**config.mk**
```make
export PLATFORM = sky130hd
export DESIGN_NAME = lbip_top
export DESIGN_NICKNAME = d
export VERILOG_FILES = /design/src/rtl/lbip_pkg.sv /design/src/rtl/lbip_pwm_if.sv /design/src/rtl/lbip_modulator.sv /design/src/rtl/lbip_top.sv
export SDC_FILE = /design/constraint.sdc
export NUM_CORES = 1
export LEC_CHECK = 0
export CAP_MARGIN = 25
export CELL_PAD_IN_SITES_DETAIL_PLACEMENT = 0
export CELL_PAD_IN_SITES_GLOBAL_PLACEMENT = 1
export CORE_ASPECT_RATIO = 0.5
export CORE_MARGIN = 5
export CORE_UTILIZATION = 30
export CTS_CLUSTER_DIAMETER = 80
export DETAILED_ROUTE_END_ITERATION = 12
export DONT_BUFFER_PORTS = 1
export MAX_ROUTING_LAYER = met4
export PLACE_DENSITY = 0.5
export SLEW_MARGIN = 30
export SYNTH_ARGS = -nofsm -noshare
export SYNTH_HDL_FRONTEND = slang
export SYNTH_SLANG_ARGS = --single-unit
```
**constraint.sdc**
```tcl
create_clock -name clock -period 5 [get_ports clock]
set_input_delay 1.5 -clock clock [delete_from_list [all_inputs] [get_ports clock]]
set_output_delay 1.5 -clock clock [all_outputs]
set_load 0.02 [all_outputs]
```
**src/rtl/lbip_pkg.sv**
```systemverilog
package lbip_pkg;
  timeunit 1ns;
  timeprecision 1ps;

  // ****************************************************************
  // Timing
  // ****************************************************************
  localparam int unsigned CLK_HZ = 25000000;
  localparam int unsigned PERIOD_MS = 8;
  localparam int unsigned STEPS = 16;
  // One modulation step is a sixteenth of the period: 12500 cycles at 25 MHz.
  localparam int unsigned STEP_CYCLES = (CLK_HZ / 1000) * PERIOD_MS / STEPS;
  localparam int unsigned STEP_CNT_W = 14;

  // ****************************************************************
  // Register pointer and layout
  // ****************************************************************
  localparam logic [3:0] SELECT0_IDX = 4'h0;
  localparam logic [3:0] SELECT1_IDX = 4'h1;
  localparam logic [3:0] SELECT2_IDX = 4'h2;
  localparam logic [3:0] FADE_ON_IDX = 4'h3;
  localparam logic [3:0] FULLY_ON_IDX = 4'h4;
  localparam logic [3:0] FADE_OFF_IDX = 4'h5;
  localparam logic [3:0] FULLY_OFF1_IDX = 4'h6;
  localparam logic [3:0] FULLY_OFF2_IDX = 4'h7;
  localparam logic [3:0] PEAK_IDX = 4'(FULLY_OFF2_IDX + 4'h1);
  localparam int unsigned AUTO_INC_BIT = 4;
  localparam logic [3:0] PTR_RESET = 4'h0;
  localparam logic AUTO_INC_RESET = 1'b0;

  // ****************************************************************
  // Reset values
  // ****************************************************************
  localparam logic [3:0] NIBBLE_RESET = 4'hF;
  localparam logic [7:0] PEAK_RESET = {NIBBLE_RESET, NIBBLE_RESET};
  localparam logic [3:0] PHASE_RESET = 4'h0;
  localparam int unsigned LED_COUNT = 7;

  // Picks the intensity nibble of one bank: 0 is the low nibble, 1 the high.
  function automatic logic [3:0] lbip_nibble(input logic [7:0] value, input logic bank);
    return bank ? value[7:4] : value[3:0];
  endfunction : lbip_nibble

endpackage : lbip_pkg

```
**src/rtl/lbip_pwm_if.sv**
```systemverilog
interface lbip_pwm_if;
  timeunit 1ns;
  timeprecision 1ps;
  import lbip_pkg::*;

  logic [7:0] peak;
  logic [1:0] bank_low;
  logic [3:0] phase;

  modport ctrl (output peak, input bank_low, input phase);
  modport modu (input peak, output bank_low, output phase);

endinterface : lbip_pwm_if

```
**src/rtl/lbip_modulator.sv**
```systemverilog
module lbip_modulator
  import lbip_pkg::*;
#(
  parameter int unsigned STEP_LEN = STEP_CYCLES
) (
  input wire logic clock,
  input wire logic rstn,
  lbip_pwm_if.modu pwm
);
  timeunit 1ns;
  timeprecision 1ps;

  // ****************************************************************
  // Step divider and phase
  // ****************************************************************
  logic [STEP_CNT_W-1:0] step_cnt;
  logic [STEP_CNT_W-1:0] next_step_cnt;
  logic [3:0] phase;
  logic [3:0] next_phase;
  logic [1:0] bank_low;
  logic [1:0] next_bank_low;
  logic step_en;

  always_comb begin
    step_en = (step_cnt == STEP_CNT_W'(STEP_LEN - 1));
    next_step_cnt = step_en ? '0 : STEP_CNT_W'(step_cnt + 1'b1);
    // Sixteen steps make one 8 ms period.
    next_phase = step_en ? 4'(phase + 4'h1) : phase;
    for (int b = 0; b < 2; b++) begin
      // Low for nibble plus one steps out of sixteen; 15 keeps it low all period.
      next_bank_low[b] = (next_phase <= lbip_nibble(pwm.peak, b[0]));
    end
  end

  always_ff @(posedge clock or negedge rstn) begin
    if (!rstn) begin
      step_cnt <= '0;
      phase <= PHASE_RESET;
      bank_low <= 2'h3;
    end else begin
      step_cnt <= next_step_cnt;
      phase <= next_phase;
      bank_low <= next_bank_low;
    end
  end

  assign pwm.bank_low = bank_low;
  assign pwm.phase = phase;

endmodule : lbip_modulator

```
**src/rtl/lbip_top.sv**
```systemverilog
// How it works
// High nibble second bank, low nibble first.
// Both nibbles reset to 15, full brightness.
// Brightness is duty cycle over 8 ms.
// Nibble 0111 gives half brightness.
// Nibble 1111 keeps output low whole period.
// Brightness fraction equals output low fraction.
// Intensity register follows second fully-off register.
// Host writes intensity register to change brightness.
// Second-bank outputs use second bank intensity.
// Auto-increment advances pointer low four bits.
// Low fraction is nibble plus one over sixteen.
module lbip_top
  import lbip_pkg::*;
#(
  parameter int unsigned STEP_LEN = STEP_CYCLES
) (
  input wire logic clock,
  input wire logic rstn,
  input wire logic cmd_valid,
  input wire logic [7:0] cmd_byte,
  input wire logic data_valid,
  input wire logic [7:0] data_byte,
  input wire logic [LED_COUNT-1:0] pwm_enable,
  input wire logic [LED_COUNT-1:0] second_bank_sel,
  output logic [LED_COUNT-1:0] led_out,
  output logic [LED_COUNT-1:0] led_oe_n,
  output logic [7:0] bank_peak_brightness,
  output logic [3:0] reg_pointer,
  output logic auto_increment,
  output logic [3:0] pwm_phase
);
  timeunit 1ns;
  timeprecision 1ps;

  // ****************************************************************
  // Register pointer and intensity register
  // ****************************************************************
  logic [7:0] peak;
  logic [7:0] next_peak;
  logic [3:0] pointer;
  logic [3:0] next_pointer;
  logic auto_inc;
  logic next_auto_inc;

  always_comb begin
    next_peak = peak;
    next_pointer = pointer;
    next_auto_inc = auto_inc;
    if (cmd_valid) begin
      next_pointer = cmd_byte[3:0];
      next_auto_inc = cmd_byte[AUTO_INC_BIT];
    end else if (data_valid) begin
      // The intensity register sits right after the second fully-off register.
      if (pointer == PEAK_IDX) begin
        next_peak = data_byte;
      end
      if (auto_inc) begin
        next_pointer = 4'(pointer + 4'h1);
      end
    end
  end

  always_ff @(posedge clock or negedge rstn) begin
    if (!rstn) begin
      peak <= PEAK_RESET;
      pointer <= PTR_RESET;
      auto_inc <= AUTO_INC_RESET;
    end else begin
      peak <= next_peak;
      pointer <= next_pointer;
      auto_inc <= next_auto_inc;
    end
  end

  // ****************************************************************
  // Modulator
  // ****************************************************************
  lbip_pwm_if pwm ();

  assign pwm.peak = peak;

  lbip_modulator #(
    .STEP_LEN(STEP_LEN)
  ) u_modulator (
    .clock(clock),
    .rstn(rstn),
    .pwm(pwm)
  );

  // ****************************************************************
  // Open-drain outputs
  // ****************************************************************
  logic [LED_COUNT-1:0] drive_n;
  logic [LED_COUNT-1:0] next_drive_n;

  always_comb begin
    for (int i = 0; i < LED_COUNT; i++) begin
      // With its pwm_enable bit set, the pin is pulled low for the bank's low fraction and released otherwise.
      next_drive_n[i] = ~(pwm_enable[i] & pwm.bank_low[second_bank_sel[i]]);
    end
  end

  always_ff @(posedge clock or negedge rstn) begin
    if (!rstn) begin
      drive_n <= '1;
    end else begin
      drive_n <= next_drive_n;
    end
  end

  assign led_out = '0;
  assign led_oe_n = drive_n;
  assign bank_peak_brightness = peak;
  assign reg_pointer = pointer;
  assign auto_increment = auto_inc;
  assign pwm_phase = pwm.phase;

endmodule : lbip_top

```
==> results_dict.tcl <==
set metrics [dict create \
    clk_pin_slew_worst_paths_ns 0.06 \
    finalCritPeriodShare_pct 62.80 \
    nets 222 \
    synth.ff_latch_count 40 \
    drv_slew 0 \
    io_pins 65 \
    synth_area_per_cell_sq_um 11.63 \
    switching_share_pct 27.70 \
    wl_per_cell_um 14.37 \
    dieWidth_um 125.2 \
    fin_area_sq_mm 0.002250 \
    p_sw_mw 0.2928 \
    holdPathStages 1 \
    grt_setup_unrepaired "false" \
    status "finished clean" \
    synth-seq-area-share_pct 51.38 \
    power_density_mw_per_mm2 469.9 \
    synthTopCellsByArea "dfrtp_1 29%, dfstp_2 22%, mux2_2 10%, ha_1 7.5%, xnor2_1 4.0%" \
    h-tree-depth 2 \
    diodes 0 \
    hp-start "u_modulator.step_cnt[12]" \
    num_vias 1218 \
    routed_via_density 4.528 \
    finClkSkew_ns 0.004734 \
    fin_crit_ns 3.140 \
    hold_end "u_modulator.step_cnt[12]" \
    internal_power_mw 0.7643 \
    holdBufCountCts 0 \
    grt_pass1_vias 1260 \
    die_h_um 67.58 \
    regToRegSetupSlack_ns 1.86 \
    synth_top_area_share_pct 28.93 \
    final_cell_mix "23 x dfrtp_1, 18 x mux2_2, 17 x dfstp_2" \
    initial_core_util_pct 30.29 \
    first_pass_iters 4 \
    netlist_instances 171 \
    synth_area_sq_mm 0.001989 \
    antenna_found_initial 0 \
    clock_path_buffers 2 \
    globalplace.congestion 0.6875 \
    rr_startpoint "u_modulator.step_cnt[0]" \
    fin_tns_setup_ns 0 \
    cts_buffers 5 \
    grt_util_all_layers_pct 10.09 \
    critical_path_class "reg -> reg" \
    portBuffers 0 \
    worst_ep_required_time_ns 5.18 \
    cp-end-kind "flip-flop" \
    reg2regPathDepth 10 \
    peakVddDrop_v 0.0002480 \
    hp-class "reg -> reg" \
    timing.fmax_ghz 0.3185 \
    drtIter0Drc 29 \
    worst_r2r_endpoint "u_modulator.pwm.bank_low[0]" \
    worst_skew_pair.late_latency_ns 0.28 \
    cts_tree "built" \
    drv_cap 0 \
    path_max_fanout 10 \
    grt_max_degree 41 \
    yosysTopAreaCell "dfrtp_1" \
    antenna_left 0 \
    final_common_cell "dfrtp_1" \
    die_area_sq_mm 0.008459 \
    leakagePower_nw 0.9849 \
    area_growth_pct 13.08 \
    place_inst 261 \
    drc 0 \
    clock-root-buffer "clkbuf_16" \
    cts-resized-gates 0 \
    overflow 0 \
    pre_cts_slack_ns 1.806 \
    cp.arrival_ns 3.32 \
    grt_pass1_wl_um 6396 \
    power_frac_clock_pct 36.1 \
    combPwrFrac_pct 13.2 \
    seqPwrFrac_pct 50.7 \
    cts_sinks 40 \
    yosysWarnings 0 \
    layout-drive-gt1-share_pct 25.99 \
    core_sq_mm 0.006569 \
    synth.distinct_cells 29 \
    totalWireLength_um 3865 \
    final-setup-viol-count 0 \
    dp_hpwl_um 2938 \
    finalNonFillerCells 269 \
    rows 21 \
    hold_viol_final 0 \
    post_cts_buffers 0 \
    placed_cell_area_sq_mm 0.002067 \
    post-route-util_pct 34.25 \
    start_kind "flip-flop" \
    worst_slack_ns 1.860 \
]
==> cell type report <==
cell class	count	area [sq um]
flip-flops and latches	40	1022
clock inverters	1	30.03
fillers	683	4319
multi-input cells	119	888.4
well taps	92	115.1
inverters	9	33.78
clock buffers	7	152.6
repair buffers	1	7.507
==> cells in the mapped netlist (all sizes together) <==
cell / instances
dfstp: 17
mux2: 18
buf: 8
ha: 12
o21bai: 1
xor2: 7
o21a: 4
or4b: 2
o21ai: 5
nand3b: 1
and2: 1
o22a: 1
xnor2: 9
nor2b: 3
nand3: 9
nand2: 14
and3: 1
or2: 1
mux2i: 2
and4: 2
clkbuf: 1
nand4: 6
inv: 9
conb: 1
dfrtp: 23
nor2: 11
nor4: 2
==> worst max-delay path, stage by stage, from the launching register on <==
cell and delay (ns):
dfrtp_1 0.41, ha_1 0.25, or4b_1 0.46, nor4_2 0.36, buf_4 0.24, mux2_2 0.38, ha_1 0.29, nor2b_1 0.13
o21a_1 0.16, o21a_1 0.16, o21ai_0 0.20
==> flip-flops by register name (all words and copies together) (netlist names) <==
name and flops:
u_modulator.pwm.bank_low 2, reg_pointer 4, u_modulator.pwm.phase 4, u_modulator.step_cnt 14
led_oe_n 7, bank_peak_brightness 8, auto_increment 1
==> layer usage <==
metal	global-route usage (%)	vias to the layer above	wire (um)
met5	-	-	0
met4	3.243	0	28
met3	4.739	5	314
met2	15.37	30	1770
met1	11.98	600	1752
li1	-	583	-
==> power by group through the flow <==
stage / Combinational [mW] / Sequential, mW / Clock, mW
2_1_floorplan: 0.127 / 0.522 / 0
3_3_place_gp: 0.138 / 0.543 / 0
3_5_place_dp: 0.142 / 0.545 / 0
4_1_cts: 0.143 / 0.540 / 0.395
5_1_grt: 0.158 / 0.546 / 0.414
6_report: 0.140 / 0.536 / 0.382
==> through the flow <==
step | hold slack, ns | total power [mW]
finish | 0.5023 | 1.057
global route | 0.5318 | 1.118
CTS | 0.5075 | 1.078
detailed placement | 0.4989 | 0.6866
global placement | 0.4921 | 0.6812
floorplan | 0.4701 | 0.6487
==> logic make-up after synthesis <==
family / count (synthesis) / synth area share (%)
adders and majority gates: 12 / 7.547
DFF: 40 / 51.38
other: 1 / 0.1885
AOI/OAI and AO/OA: 11 / 3.585
buffers and inverters: 18 / 5.094
xor gates and xnor gates: 16 / 7.044
and+or+nand+nor: 53 / 13.96
muxes: 20 / 11.19
==> worst max path at each step <==
stage                                        endpoint                     from  cells after the start  slack (ns)
after floorplan           u_modulator.pwm.bank_low[0]  u_modulator.step_cnt[0]                      9        2.28
after global placement    u_modulator.pwm.bank_low[0]  u_modulator.step_cnt[0]                     10        1.79
after detailed placement  u_modulator.pwm.bank_low[0]  u_modulator.step_cnt[0]                     10        1.81
after CTS                 u_modulator.pwm.bank_low[0]  u_modulator.step_cnt[0]                     10        1.79
after global routing      u_modulator.pwm.bank_low[0]  u_modulator.step_cnt[0]                     10        1.63
final                     u_modulator.pwm.bank_low[0]  u_modulator.step_cnt[0]                     10        1.86
Power figures use the tool's default switching activity.
